==> src/rtl/nta_pkg.sv <==
// Shared codes, states and timing constants of the NT activation controller.
package nta_pkg;
   // Downstream commands on the command/indication channel.
   localparam logic [3:0] CMD_DEACT_REQ         = 4'h0;
   localparam logic [3:0] CMD_SINGLE_PULSE_TEST = 4'h2;
   localparam logic [3:0] CMD_RESYNC_DOWN       = 4'h4;
   localparam logic [3:0] CMD_ACT_REQ_DOWN      = 4'h8;
   localparam logic [3:0] CMD_ACT_REQ_LOOP      = 4'ha;
   localparam logic [3:0] CMD_ACT_IND_DOWN      = 4'hc;
   localparam logic [3:0] CMD_ACT_IND_LOOP      = 4'he;
   localparam logic [3:0] CMD_DEACT_ACK_DOWN    = 4'hf;

   // Upstream indications.
   localparam logic [3:0] IND_CLOCK_REQUEST = 4'h0;
   localparam logic [3:0] IND_SIGNAL_LOST   = 4'h1;
   localparam logic [3:0] IND_FRAMING_LOST  = 4'h4;
   localparam logic [3:0] IND_ERROR         = 4'h6;
   localparam logic [3:0] IND_ACT_REQ_UP    = 4'h8;
   localparam logic [3:0] IND_ACT_IND_UP    = 4'hc;
   localparam logic [3:0] IND_DEACT_IND_UP  = 4'hf;

   // Reset value of the indication output.
   localparam logic [3:0] IND_RESET_VALUE = 4'h6;

   // Clock and line rates.
   localparam int unsigned CLK_HZ    = 40_000_000;
   localparam int unsigned RESYNC_HZ = 96_000;
   localparam int unsigned SINGLE_HZ = 2_000;
   localparam int unsigned MS_HZ     = 1_000;
   localparam int unsigned RESYNC_CYCLES = CLK_HZ / RESYNC_HZ;
   localparam int unsigned SINGLE_CYCLES = CLK_HZ / SINGLE_HZ;
   localparam int unsigned MS_CYCLES     = CLK_HZ / MS_HZ;

   // Deactivation times in milliseconds.
   localparam logic [5:0] INFO0_MS = 6'h10;
   localparam logic [5:0] TIMER_MS = 6'h20;

   // Bit positions in the synchronised pin vector.
   localparam int unsigned PIN_HW_RESET = 0;
   localparam int unsigned PIN_CONT     = 1;
   localparam int unsigned PIN_INFO0    = 2;
   localparam int unsigned PIN_INFO1    = 3;
   localparam int unsigned PIN_INFO3    = 4;
   localparam int unsigned PIN_RX_SYNC  = 5;
   localparam int unsigned PIN_LEVEL    = 6;
   localparam int unsigned PIN_COUNT    = 7;

   typedef enum logic [2:0] {
      TX_NONE   = 3'b000,
      TX_INFO2  = 3'b001,
      TX_INFO4  = 3'b010,
      TX_CONT   = 3'b011,
      TX_SINGLE = 3'b100
   } nta_tx_t;

   typedef enum logic [3:0] {
      ST_RESET       = 4'b0000,
      ST_DEACT       = 4'b0001,
      ST_CLK_REQ     = 4'b0010,
      ST_INFO1_DET   = 4'b0011,
      ST_PEND_ACT    = 4'b0100,
      ST_SYNC        = 4'b0101,
      ST_ACTIVE      = 4'b0110,
      ST_LOST_U      = 4'b0111,
      ST_PEND_DEACT  = 4'b1000,
      ST_UNACK       = 4'b1001,
      ST_TEST_CONT   = 4'b1010,
      ST_TEST_SINGLE = 4'b1011
   } nta_state_t;
endpackage : nta_pkg

==> src/rtl/nta_in_sync.sv <==
// Three-stage pin synchroniser that accepts a change once stages two and three agree.
`timescale 1ns/1ps
`default_nettype none
module nta_in_sync #(
   parameter int unsigned WIDTH = 7
) (
   input  wire logic             clk_in,
   input  wire logic             resetn_in,
   input  wire logic [WIDTH-1:0] d_in,
   output var  logic [WIDTH-1:0] q_out
);
   logic [WIDTH-1:0] meta;
   logic [WIDTH-1:0] stage2;
   logic [WIDTH-1:0] stage3;
   wire  [WIDTH-1:0] agree = ~(stage2 ^ stage3);
   wire  [WIDTH-1:0] next_q = (stage3 & agree) | (q_out & ~agree);

   always_ff @(posedge clk_in or negedge resetn_in) begin
      if (!resetn_in) begin
         meta   <= '0;
         stage2 <= '0;
         stage3 <= '0;
         q_out  <= '0;
      end else begin
         meta   <= d_in;
         stage2 <= meta;
         stage3 <= stage2;
         q_out  <= next_q;
      end
   end
endmodule : nta_in_sync
`default_nettype wire

==> src/rtl/nta_rate_div.sv <==
// Enabled divider that gives a one-cycle tick every PERIOD clocks.
`timescale 1ns/1ps
`default_nettype none
module nta_rate_div #(
   parameter int unsigned PERIOD = 416
) (
   input  wire logic clk_in,
   input  wire logic resetn_in,
   input  wire logic en_in,
   output var  logic tick_out
);
   localparam int unsigned W = $clog2(PERIOD + 1);
   localparam logic [W-1:0] LAST = W'(PERIOD - 1);
   logic [W-1:0] count;
   wire          wrap = (count == LAST);
   wire  [W-1:0] next_count = wrap ? '0 : W'(count + 1'b1);

   // Restarting on disable keeps the first tick a full period away.
   always_ff @(posedge clk_in or negedge resetn_in) begin
      if (!resetn_in) begin
         count    <= '0;
         tick_out <= 1'b0;
      end else begin
         count    <= en_in ? next_count : '0;
         tick_out <= en_in & wrap;
      end
   end
endmodule : nta_rate_div
`default_nettype wire

==> src/rtl/nta_act_fsm.sv <==
// NT-mode layer-1 activation and deactivation controller.
// Overview of operation
// Deactivate request 0000 is taken in any state and enters pending deactivation; the code ignores it while hardware reset or pulses pin is set.
// Resync command 0100 sends continuous alternating pulses at 96 kHz.
// Activate request 1000 sends INFO2 and waits in pending activation.
// Activate request loop 1010 sends INFO2 and closes test loop 2.
// Activate indication 1100 sends INFO4, activates, passes B and D through.
// Activate indication loop 1110 sends INFO4 and closes test loop 2.
// Single pulse test 0010 is unconditional, alternating pulses at 2 kHz; the code lets the hardware reset and pulses pins override it.
// After deactivation stay unacknowledged until acknowledge command 1111 arrives.
// Line activation from deactivated first reports clock request 0000.
// Report signal lost 0001 without level, framing lost 0100 unsynchronised.
// Error indication 0110 while hardware reset is active, also with pulses pin.
// On INFO1 report 1000 and wait for activate request before proceeding.
// After INFO3 keep INFO2, report 1100, wait for switch-through.
// Deactivated state transmits nothing and reports 1111.
// Pending deactivation ends after 16 ms of INFO0 or 32 ms timer.
// Activated with receiver sync lost falls back to INFO2.
// Indication is presented continuously; commands count only while received.
`timescale 1ns/1ps
`default_nettype none
module nta_act_fsm #(
   parameter int unsigned SINGLE_CYCLES = nta_pkg::SINGLE_CYCLES,
   parameter int unsigned MS_CYCLES     = nta_pkg::MS_CYCLES
) (
   input  wire logic           clk_in,
   input  wire logic           resetn_in,
   input  wire logic [3:0]     cmd_in,
   input  wire logic           cmd_valid_in,
   output var  logic [3:0]     ind_out,
   input  wire logic           hw_reset_pin_in,
   input  wire logic           continuous_pulse_pin_in,
   input  wire logic           info0_det_in,
   input  wire logic           info1_det_in,
   input  wire logic           info3_det_in,
   input  wire logic           rx_sync_in,
   input  wire logic           level_det_in,
   output var  nta_pkg::nta_tx_t tx_info_out,
   output var  logic           tx_mark_p_out,
   output var  logic           tx_mark_n_out,
   output var  logic           loop2_out,
   output var  logic           bd_transparent_out
);
   import nta_pkg::*;

   nta_state_t             state;
   nta_state_t             next_state;
   logic [PIN_COUNT-1:0]   pins;
   logic [5:0]             deact_ms;
   logic [5:0]             info0_ms;
   logic                   mark_pol;
   logic                   fast_tick;
   logic                   slow_tick;
   logic                   ms_tick;

   // Line-side status arrives from the transceiver, so it is synchronised.
   nta_in_sync #(.WIDTH(PIN_COUNT)) u_sync (
      .clk_in    (clk_in),
      .resetn_in (resetn_in),
      .d_in      ({level_det_in, rx_sync_in, info3_det_in, info1_det_in,
                   info0_det_in, continuous_pulse_pin_in, hw_reset_pin_in}),
      .q_out     (pins)
   );

   wire rst_s   = pins[PIN_HW_RESET];
   wire cont_s  = pins[PIN_CONT];
   wire info0_s = pins[PIN_INFO0];
   wire info1_s = pins[PIN_INFO1];
   wire info3_s = pins[PIN_INFO3];
   wire sync_s  = pins[PIN_RX_SYNC];
   wire level_s = pins[PIN_LEVEL];

   // A command exists only in the cycles it is presented.
   wire cmd_take    = cmd_valid_in;
   wire cmd_deact   = cmd_take && (cmd_in == CMD_DEACT_REQ);
   wire cmd_single  = cmd_take && (cmd_in == CMD_SINGLE_PULSE_TEST);
   wire cmd_resync  = cmd_take && (cmd_in == CMD_RESYNC_DOWN);
   wire cmd_ack     = cmd_take && (cmd_in == CMD_DEACT_ACK_DOWN);
   wire cmd_act_req = cmd_take && ((cmd_in == CMD_ACT_REQ_DOWN) ||
                                   (cmd_in == CMD_ACT_REQ_LOOP));
   wire cmd_act_ind = cmd_take && ((cmd_in == CMD_ACT_IND_DOWN) ||
                                   (cmd_in == CMD_ACT_IND_LOOP));
   wire cmd_loop    = (cmd_in == CMD_ACT_REQ_LOOP) ||
                      (cmd_in == CMD_ACT_IND_LOOP);

   wire info0_done = (info0_ms >= INFO0_MS);
   wire timer_done = (deact_ms >= TIMER_MS);

   function automatic logic [3:0] line_ind(input logic level);
      line_ind = level ? IND_FRAMING_LOST : IND_SIGNAL_LOST;
   endfunction : line_ind

   function automatic logic [3:0] ind_of(input nta_state_t s,
                                         input logic level,
                                         input logic sync);
      unique case (s)
         ST_RESET:      ind_of = IND_ERROR;
         ST_CLK_REQ:    ind_of = IND_CLOCK_REQUEST;
         ST_INFO1_DET:  ind_of = IND_ACT_REQ_UP;
         ST_SYNC:       ind_of = IND_ACT_IND_UP;
         ST_ACTIVE:     ind_of = sync ? IND_ACT_IND_UP : line_ind(level);
         ST_PEND_ACT,
         ST_LOST_U,
         ST_PEND_DEACT: ind_of = line_ind(level);
         default:       ind_of = IND_DEACT_IND_UP;
      endcase
   endfunction : ind_of

   function automatic nta_tx_t tx_of(input nta_state_t s, input logic sync);
      unique case (s)
         ST_PEND_ACT,
         ST_SYNC:        tx_of = TX_INFO2;
         ST_ACTIVE:      tx_of = sync ? TX_INFO4 : TX_INFO2;
         ST_LOST_U,
         ST_TEST_CONT:   tx_of = TX_CONT;
         ST_TEST_SINGLE: tx_of = TX_SINGLE;
         default:        tx_of = TX_NONE;
      endcase
   endfunction : tx_of

   always_comb begin
      next_state = state;
      if (rst_s) begin
         next_state = ST_RESET;
      end else if (cont_s) begin
         next_state = ST_TEST_CONT;
      end else if (cmd_deact) begin
         next_state = ST_PEND_DEACT;
      end else if (cmd_single) begin
         next_state = ST_TEST_SINGLE;
      end else begin
         unique case (state)
            ST_RESET: next_state = ST_DEACT;
            ST_DEACT: begin
               if (cmd_act_req) next_state = ST_PEND_ACT;
               else if (info1_s) next_state = ST_CLK_REQ;
            end
            ST_CLK_REQ: begin
               if (cmd_act_req) next_state = ST_PEND_ACT;
               else if (!info1_s) next_state = ST_DEACT;
               else if (ms_tick) next_state = ST_INFO1_DET;
            end
            ST_INFO1_DET: begin
               if (cmd_act_req) next_state = ST_PEND_ACT;
               else if (!info1_s) next_state = ST_DEACT;
            end
            ST_PEND_ACT: begin
               if (cmd_resync) next_state = ST_LOST_U;
               else if (info3_s && sync_s) next_state = ST_SYNC;
            end
            ST_SYNC: begin
               if (cmd_resync) next_state = ST_LOST_U;
               else if (cmd_act_ind) next_state = ST_ACTIVE;
               else if (!sync_s) next_state = ST_PEND_ACT;
            end
            ST_ACTIVE: begin
               if (cmd_resync) next_state = ST_LOST_U;
            end
            ST_LOST_U: begin
               if (cmd_act_ind) next_state = ST_ACTIVE;
               else if (cmd_act_req) next_state = ST_PEND_ACT;
            end
            ST_PEND_DEACT: begin
               if (info0_done || timer_done) next_state = ST_UNACK;
            end
            ST_UNACK: begin
               if (cmd_ack) next_state = ST_DEACT;
            end
            ST_TEST_CONT: next_state = ST_DEACT;
            ST_TEST_SINGLE: begin
               if (cmd_ack) next_state = ST_DEACT;
            end
            default: next_state = ST_RESET;
         endcase
      end
   end

   // Loop 2 follows the last activate command taken on the activation path.
   wire on_act_path = (next_state == ST_PEND_ACT) || (next_state == ST_SYNC) ||
                      (next_state == ST_ACTIVE);
   wire loop_cmd    = (cmd_act_req && (next_state == ST_PEND_ACT)) ||
                      (cmd_act_ind && (next_state == ST_ACTIVE));
   wire next_loop   = on_act_path && (loop_cmd ? cmd_loop : loop2_out);
   wire next_bd     = (next_state == ST_ACTIVE) && sync_s;

   wire in_pend = (state == ST_PEND_DEACT);
   wire [5:0] next_deact_ms = !in_pend ? 6'h00 :
                              ms_tick ? 6'(deact_ms + 6'h01) : deact_ms;
   wire [5:0] next_info0_ms = (!in_pend || !info0_s) ? 6'h00 :
                              ms_tick ? 6'(info0_ms + 6'h01) : info0_ms;

   wire ms_en = in_pend || (state == ST_CLK_REQ);
   wire pulse_tick = (tx_info_out == TX_CONT) ? fast_tick :
                     (tx_info_out == TX_SINGLE) ? slow_tick : 1'b0;

   nta_rate_div #(.PERIOD(RESYNC_CYCLES)) u_fast (
      .clk_in    (clk_in),
      .resetn_in (resetn_in),
      .en_in     (tx_info_out == TX_CONT),
      .tick_out  (fast_tick)
   );

   nta_rate_div #(.PERIOD(SINGLE_CYCLES)) u_slow (
      .clk_in    (clk_in),
      .resetn_in (resetn_in),
      .en_in     (tx_info_out == TX_SINGLE),
      .tick_out  (slow_tick)
   );

   nta_rate_div #(.PERIOD(MS_CYCLES)) u_ms (
      .clk_in    (clk_in),
      .resetn_in (resetn_in),
      .en_in     (ms_en),
      .tick_out  (ms_tick)
   );

   // Outputs are taken from the next state so they never lag the state.
   always_ff @(posedge clk_in or negedge resetn_in) begin
      if (!resetn_in) begin
         state              <= ST_RESET;
         ind_out            <= IND_RESET_VALUE;
         tx_info_out        <= TX_NONE;
         loop2_out          <= 1'b0;
         bd_transparent_out <= 1'b0;
         deact_ms           <= 6'h00;
         info0_ms           <= 6'h00;
      end else begin
         state              <= next_state;
         ind_out            <= ind_of(next_state, level_s, sync_s);
         tx_info_out        <= tx_of(next_state, sync_s);
         loop2_out          <= next_loop;
         bd_transparent_out <= next_bd;
         deact_ms           <= next_deact_ms;
         info0_ms           <= next_info0_ms;
      end
   end

   // Alternating marks keep the line free of DC in both test patterns.
   always_ff @(posedge clk_in or negedge resetn_in) begin
      if (!resetn_in) begin
         mark_pol      <= 1'b0;
         tx_mark_p_out <= 1'b0;
         tx_mark_n_out <= 1'b0;
      end else begin
         mark_pol      <= mark_pol ^ pulse_tick;
         tx_mark_p_out <= pulse_tick & mark_pol;
         tx_mark_n_out <= pulse_tick & ~mark_pol;
      end
   end

   localparam int RESYNC_WAIT = 420;

   wire quiet = !rst_s && !cont_s;
endmodule : nta_act_fsm
`default_nettype wire

==> config.mk <==
export PLATFORM = sky130hd
export DESIGN_NAME = nta_act_fsm
export DESIGN_NICKNAME = d
export VERILOG_FILES = /design/src/rtl/nta_pkg.sv /design/src/rtl/nta_in_sync.sv /design/src/rtl/nta_rate_div.sv /design/src/rtl/nta_act_fsm.sv
export SDC_FILE = /design/constraint.sdc
export NUM_CORES = 1
export LEC_CHECK = 0
export ABC_CLOCK_PERIOD_IN_PS = 2100
export BUFFER_PORTS_ARGS = -buffer_cell sky130_fd_sc_hd__buf_2
export CAP_MARGIN = 20
export CORE_MARGIN = 4
export CORE_UTILIZATION = 40
export CTS_CLUSTER_DIAMETER = 60
export DETAILED_ROUTE_END_ITERATION = 7
export HOLD_SLACK_MARGIN = 0.06
export PLACE_DENSITY = 0.65
export SLEW_MARGIN = 0
export SYNTH_ARGS = -nofsm -noshare
export SYNTH_HDL_FRONTEND = slang
export SYNTH_SLANG_ARGS = --single-unit
==> constraint.sdc <==
create_clock -name clk_in -period 2.1 [get_ports clk_in]
set_input_delay 0.21 -clock clk_in [delete_from_list [all_inputs] [get_ports clk_in]]
set_output_delay 0.21 -clock clk_in [all_outputs]
set_load 0.1 [all_outputs]
==> results of run 1 <==
==> layer usage <==
metal / global-route usage [%] / vias up / part of all wire [%]
met5: 0 / - / 0
met1: 19.5 / 1531 / 47
li1: - / 1557 / -
met4: 3.61 / 0 / 1.2
met3: 4.81 / 10 / 5.0
met2: 22.0 / 55 / 47
==> cells in the final DEF, fill, tap and decap left out, types with 4 or more instances in the layout <==
| cell | count |
|---|---|
| a21oi_1 | 8 |
| and3_1 | 10 |
| buf_2 | 23 |
| buf_4 | 35 |
| clkbuf_8 | 12 |
| dfrtp_1 | 95 |
| dlygate4sd3_1 | 8 |
| ha_1 | 8 |
| inv_1 | 15 |
| maj3_1 | 7 |
| mux2i_1 | 4 |
| nand2_1 | 22 |
| nand2b_1 | 6 |
| nand3_1 | 26 |
| nand4_1 | 13 |
| nor2_1 | 67 |
| nor2b_1 | 4 |
| nor3_1 | 6 |
| nor4b_1 | 5 |
| o21ai_0 | 7 |
| xnor2_1 | 13 |
| xor2_1 | 29 |
==> timing repair <==
action,4_1_cts,5_1_grt
hold buffers,8,0
setup endpoints to repair,3,8
buffers inserted,0,1
cloned,0,0
resized for setup,1,18
endpoints found under the hold margin,37,0
pin swaps,0,6
==> worst max-delay path by stage <==
stage	slack [ns]	cells past startpoint	startpoint	end
after floorplan	-0.08	6	register	loop2_out
after global placement	-0.04	7	info0_ms[5]	loop2_out
after detailed placement	-0.07	7	info0_ms[5]	loop2_out
after CTS	-0.1	7	info0_ms[5]	loop2_out
after global routing	-0.26	8	state[1]	loop2_out
final	-0.10	7	info0_ms[5]	loop2_out
==> flip-flops by register name, indices dropped and copies added (netlist names), 3 cells and up, named ones only <==
register and count:
u_fast.count 9, u_sync.meta 7, u_sync.stage2 7, info0_ms 6, deact_ms 6, u_sync.stage3 7, u_ms.count 16, u_slow.count 15
ind_out 4, tx_info_out 3, state 4
==> through the flow <==
step | setup WS (ns) | std cells
3_5_place_dp | -0.0738 | 601
5_1_grt | -0.261 | 626
2_1_floorplan | -0.0771 | 413
6_report | -0.101 | 626
4_1_cts | -0.0994 | 625
3_3_place_gp | -0.0437 | 601
==> report_power, final <==
part	internal (µW)	total [µW]	switching (µW)
sequential	1990	2060	61.9
combinational	245	711	465
clock	657	1310	648
==> worst max-delay path: stages (launching register included) <==
cell and delay [ns]:
dfrtp_1 0.38, or4b_1 0.51, mux2i_1 0.21, o22ai_2 0.12, o31ai_4 0.21, inv_2 0.06, or4b_1 0.51, a31oi_1 0.13
==> kinds of logic after synthesis <==
logic type      after synthesis
compound gates               46
xor+xnor                     42
fa+ha+maj                    15
buf+inv                      28
flops                        99
mux                           4
simple gates                179
==> final cells by class <==
class,count,area [µm²],share of cell area (%)
flip-flops and latches,99,2480,46.8
clock inverters,4,55.1,1.04
inverters,17,63.8,1.20
repair buffers,68,493,9.29
well taps,140,175,3.30
clock buffers,12,165,3.11
multi-input cells,286,1870,35.3
==> summary.md, run 1 <==
• finished, violations left — status
• setup timing — violated checks
• 48.9% — share of the core filled with cells in the final layout
• 20.2% — simple-gate share of the synthesized area
• 0.848 — RD Place Congestion
• 454 MHz — maximum frequency from static timing analysis
• 67.3% — worst slew margin relative to its limit
• 3263 — number of global-route vias before repair
• 767 nW/µm² — ratio of total power to cell area
• 0 — EDFF count, synth
• 435 — syn nets
• 56.1% — proportion of synthesized chip area in sequential cells
• 0.00232 µW — total leakage power
• 4930 µm² — area of placed instances
• 7 — number of cells on the worst reg-to-reg path
• 3.85% — post-synthesis share of cell area spent on full adders, half adders and majority gates
• 0.37 ns — Clk Latency, worst-skew pair
• 100% — proportion of synthesized flip-flops having asynchronous set or reset
• 413 — instance count of the mapped netlist
• 0.311 ns — worst hold slack across all endpoints
• true — unrepaired setup endpoints after global routing
• 0 — final hold viol count
• 20.2% — fraction of layout instances using a drive strength above 1
• 8.32% — xor-xnor portion of the synthesized cell area
• 97 x dfrtp_1, 67 x nor2_1, 29 x xor2_1, 26 x nand3_1, 22 x nand2_1 — leading post-synthesis cells by instance count
• 0.494 ns — slew of the pin with the lowest slew margin
• 10800 µm² — Core ar.
• 113 µm — width of the die
• 105% — portion of the clock cycle consumed by the worst path in the final layout
• 4070 µW — post-layout power
• 2 — maximum count of clock buffers along a single path
• 3 — number of H-tree branching levels
• 54.9% — Synth top area share
• -0.101 ns — post-route setup slack
• yes — TritonCTS clock tree
• 14.3% — all-layer global routing usage
• 4420 µm² — netlist area before placement
• 69 — maximum number of pins on one net before global-route repair
• 24 — Buffers on Ports
• 174 — number of violations reported at the end of detailed-routing iteration 0
• 13.2 µm — routed length per instance
• simple AND/OR/NAND/NOR gates — main combinational cell family by area after synthesis
• clkbuf_8 — CTS root buffer
• 2 — Finish-stage setup viols
• 0 — initial antenna violation count
• 4 — detailed-router iteration count before antenna repair
• dfrtp_1 — predominant post-synthesis flop cell
• 20.1% — Synth-to-Final Area Change
• 10.7 µm² — synthesized area per cell
• 0 — DRC violations left
• 7.67% — compound-cell area share of the yosys netlist
• dfrtp_1 — most frequent cell after synthesis
• 5.68 mm — half-perimeter wire length after detailed placement
• 2 — largest driver fanout on the critical path
• 2.39 ns — required arrival time at the worst endpoint
• register — type of origin of the critical path
• 5.04 — post-DR vias/cell
• 15.0 mm — global-route wire length before repair
• 56 — Distinct cells, synth
• 0.09 ns — clock transition time at the flip-flop clock pins of the worst setup and hold paths
• loop2_out — FF-to-FF End
• 0 — sum of overflow across all layers after global routing
• 0 — Final ANT Viol Nets
• input pin to asynchronous set/reset pin — Hold Crit Class
• 0 — max-cap violations
• 99 — clock tree sinks
• 99 — number of synthesized register bits
• register to register — critical setup path kind
• 0.906% — fraction of synthesized area in multiplexers
• dfrtp_1 55%, xor2_1 5.7%, nor2_1 5.7% — largest cells by area after synthesis
• -0.10 ns — Worst R2R Setup Slack
• 2.49 ns — data arrival time at the worst-slack endpoint
• 0 — count of warnings emitted by yosys
• 3153 — DR vias
• dfrtp_1 — post-synth top area cell
• 993 — number of fillers in the final layout
• 25 — Top-Level Pins
• 0 — final-report max-slew violation count
• -0.195 ns — Fin Setup TNS
• 40.8% — starting density of the core
• register — kind of capture point of the worst setup path
• 9 — total clock buffers created by CTS
• 0.0114 ns — clk_skew
• info0_ms[5] — worst reg2reg startpoint
• 5310 µm² — area of all placed cells without fillers
• 8.26 mm — DRT Wirelength
• 0 — count of antenna diodes in the layout
• 38 — num rows
• 503 — number of nets in the layout
• 2.20 ns — time the worst path needs with I/O delays and setup
• 0.000605 V — Max VDD drop
• 113 µm — chip height
• 12800 µm² — area of the die
No activity file was read; power rests on OpenSTA's default activity.
==> run 2, diff against run 1 <==
- ABC_CLOCK_PERIOD_IN_PS: 2100 -> 2650
- CORE_MARGIN: 4 -> 2
- PLACE_DENSITY: 0.65 -> 0.63
- SKIP_CTS_REPAIR_TIMING: default -> 1
- clock period: 2.1 -> 2.65 ns (I/O delays scaled with it)
==> summary.md, run 2 (synthesis results as in run 1) <==
• 1810 µm² — multi-input logic area, was 1870 µm²
• register to register — critical setup path kind, unchanged
• 2.41 ns — time the worst path needs with I/O delays and setup, was 2.20 ns
• 9 — total clock buffers created by CTS, unchanged
• 2 — maximum count of clock buffers along a single path, unchanged
• 572 — Placed Cells incl. Taps, was 601
• 2.71 ns — data arrival time at the worst-slack endpoint, was 2.49 ns
• 0 — DRC violations left, unchanged
• false — unrepaired setup endpoints after global routing, was true
• 0.239 ns — post-route setup slack, was -0.101 ns
• 0.00214 µW — total leakage power, was 0.00232 µW
• 11 — largest driver fanout on the critical path, was 2
• 0.54 ns — Crit path largest cell delay, was 0.51 ns
• 15.2% — all-layer global routing usage, was 14.3%
• 0.0109 ns — clk_skew, was 0.0114 ns
• finished clean — status, was finished, violations left
• 38 — num rows, unchanged
• 4 — detailed-router iteration count before antenna repair, unchanged
• 0 — final-report max-slew violation count, unchanged
• 7.99 mm — DRT Wirelength, was 8.26 mm
• clkbuf_8 — CTS root buffer, unchanged
• 12.6% — Synth-to-Final Area Change, was 20.1%
• 2.95 ns — required arrival time at the worst endpoint, was 2.39 ns
• 46.1% — share of the core filled with cells in the final layout, was 48.9%
• 472 — number of nets in the layout, was 503
• 595 — Cell Count, Final, Fillers Out, was 626
• 0.890 — RD Place Congestion, was 0.848
• 40.6% — worst slew margin relative to its limit, was 67.3%
• 22.9% — global-route track usage on met2, was 22.0%
• 5.12 — post-DR vias/cell, was 5.04
• info0_ms[4] — worst reg2reg startpoint, was info0_ms[5]
• 99 — clock tree sinks, unchanged
• 624 nW/µm² — ratio of total power to cell area, was 767 nW/µm²
• 0.37 ns — Clk Latency, worst-skew pair, about the same
• info0_ms[4] — Crit. Startpoint, was info0_ms[5]
• 0 — sum of overflow across all layers after global routing, unchanged
• 11900 µm² — area of the die, was 12800 µm²
• 0 — count of antenna diodes in the layout, unchanged
• 40.9% — starting density of the core, was 40.8%
• 91.0% — portion of the clock cycle consumed by the worst path in the final layout, was 105%
• 5.49 mm — half-perimeter wire length after detailed placement, was 5.68 mm
• 0 — Finish-stage setup viols, was 2
• 109 µm — width of the die, was 113 µm
• 13.4 µm — routed length per instance, was 13.2 µm
• 21.3% — GR Util met1, was 19.5%
• 74 — maximum number of pins on one net before global-route repair, was 69
• 2480 µm² — FF/Latch Area, about the same
• register — kind of capture point of the worst setup path, unchanged
• 0 — final hold viol count, unchanged
• 0.240 ns — setup slack at placement, was -0.0738 ns
• 4.00% — met3 demand-to-capacity share in global routing, was 4.81%
• or4b_1 > mux2i_1 > o22ai_1 > o31ai_4 > inv_2 > or4b_1 > a31oi_1 — cell-by-cell listing of the critical path, was or4b_1 > mux2i_1 > o22ai_2 > o31ai_4 > inv_2 > or4b_1 > a31oi_1
• 109 µm — chip height, was 113 µm
• 0 ns — Fin Setup TNS, was -0.195 ns
• yes — TritonCTS clock tree, unchanged
• or4b_1 — Most Frequent Cell on Critical Path, unchanged
• u_ms.count — register with the highest flop count, unchanged
• 16 — Largest register FFs, unchanged
• 0.891 ns — slew of the pin with the lowest slew margin, was 0.494 ns
• 415 MHz — maximum frequency from static timing analysis, was 454 MHz
• 97 x dfrtp_1, 67 x nor2_1, 29 x xor2_1 — commonest cells after routing, fill and taps aside, was 95 x dfrtp_1, 67 x nor2_1, 35 x buf_4
• 7 — number of cells on the worst reg-to-reg path, unchanged
• 3 — number of H-tree branching levels, unchanged
• loop2_out — FF-to-FF End, unchanged
• 0.24 ns — Worst R2R Setup Slack, was -0.10 ns
• 0.000389 V — Max VDD drop, was 0.000605 V
• 0.10 ns — clock transition time at the flip-flop clock pins of the worst setup and hold paths, was 0.09 ns
• 12.1% — fraction of layout instances using a drive strength above 1, was 20.2%
• 10800 µm² — Core ar., about the same
• 0 — initial antenna violation count, unchanged
• or4b_1 — slowest CP cell, unchanged
• 24 — Buffers on Ports, unchanged
• met2 — layer with the highest usage after global routing, unchanged
• 1002 — number of fillers in the final layout, was 993
• 3049 — DR vias, was 3153
• 3014 — number of global-route vias before repair, was 3263
• dfrtp_1 — most frequent standard cell in the layout excluding fill and tap cells, unchanged
• input pin to asynchronous set/reset pin — Hold Crit Class, unchanged
• 214 — number of violations reported at the end of detailed-routing iteration 0, was 174
• 14.2 mm — global-route wire length before repair, was 15.0 mm
• 0 — Final ANT Viol Nets, unchanged
• 0 — max-cap violations, unchanged
• u_ms.count x16, u_slow.count x15, u_fast.count x9 — biggest regs, unchanged
• 25 — Top-Level Pins, unchanged
• register — type of origin of the critical path, unchanged
run 2: cell count changes in the layout (fill, tap and decap cells not counted), sizes merged:
cell         delta
clkinvlp        +1
clkinv          +1
dlygate4sd3     -1
clkbuf          -2
buf            -30
run 2: worst max-delay path: cells and delay by family, from the launching register on:
family	cells	cell delay (ns)
AOI/OAI and AO/OA	3	0.57
muxes	1	0.18
and+or+nand+nor	2	1.05
DFF	1	0.41
buffers and inverters	1	0.15
run 2: metal layers:
metal	wire length, µm	vias up
li1	-	1497
met1	3930	1467
met2	3570	74
met3	357	11
met4	132	0
met5	0	-
run 2: cell type report:
class                   instances  area share [%]
well taps                     140            3.52
flip-flops and latches         99            49.8
clock buffers                  10            2.77
clock inverters                 6            1.43
multi-input cells             286            36.4
repair buffers                 37            4.78
inverters                      17            1.28
run 2: power breakdown:
group | leakage [µW] | switching (µW) | total, µW | internal [µW]
Clock | 0.0000995 | 541 | 1010 | 471
Combinational | 0.000739 | 332 | 458 | 126
Sequential | 0.00130 | 56.7 | 1640 | 1580
Total | 0.00214 | 930 | 3110 | 2180
run 2: how the worst max path moves through the flow:
stage          cells past startpoint  slack, ns        end
4_1_cts                            7       0.24  loop2_out
2_1_floorplan                      6       0.47  loop2_out
3_5_place_dp                       7       0.24  loop2_out
5_1_grt                            7       0.07  loop2_out
3_3_place_gp                       7       0.29  loop2_out
6_report                           7       0.24  loop2_out
run 2: metrics by stage:
| stage | power [µW] | area (µm²) | hold slack [ns] |
|---|---|---|---|
| floorplan | 2000 | 4420 | -0.0306 |
| global placement | 2110 | 4700 | 0.332 |
| detailed placement | 2120 | 4700 | 0.336 |
| CTS | 3140 | 4910 | -0.0251 |
| global route | 3260 | 4980 | 0.0916 |
| finish | 3110 | 4980 | 0.0177 |
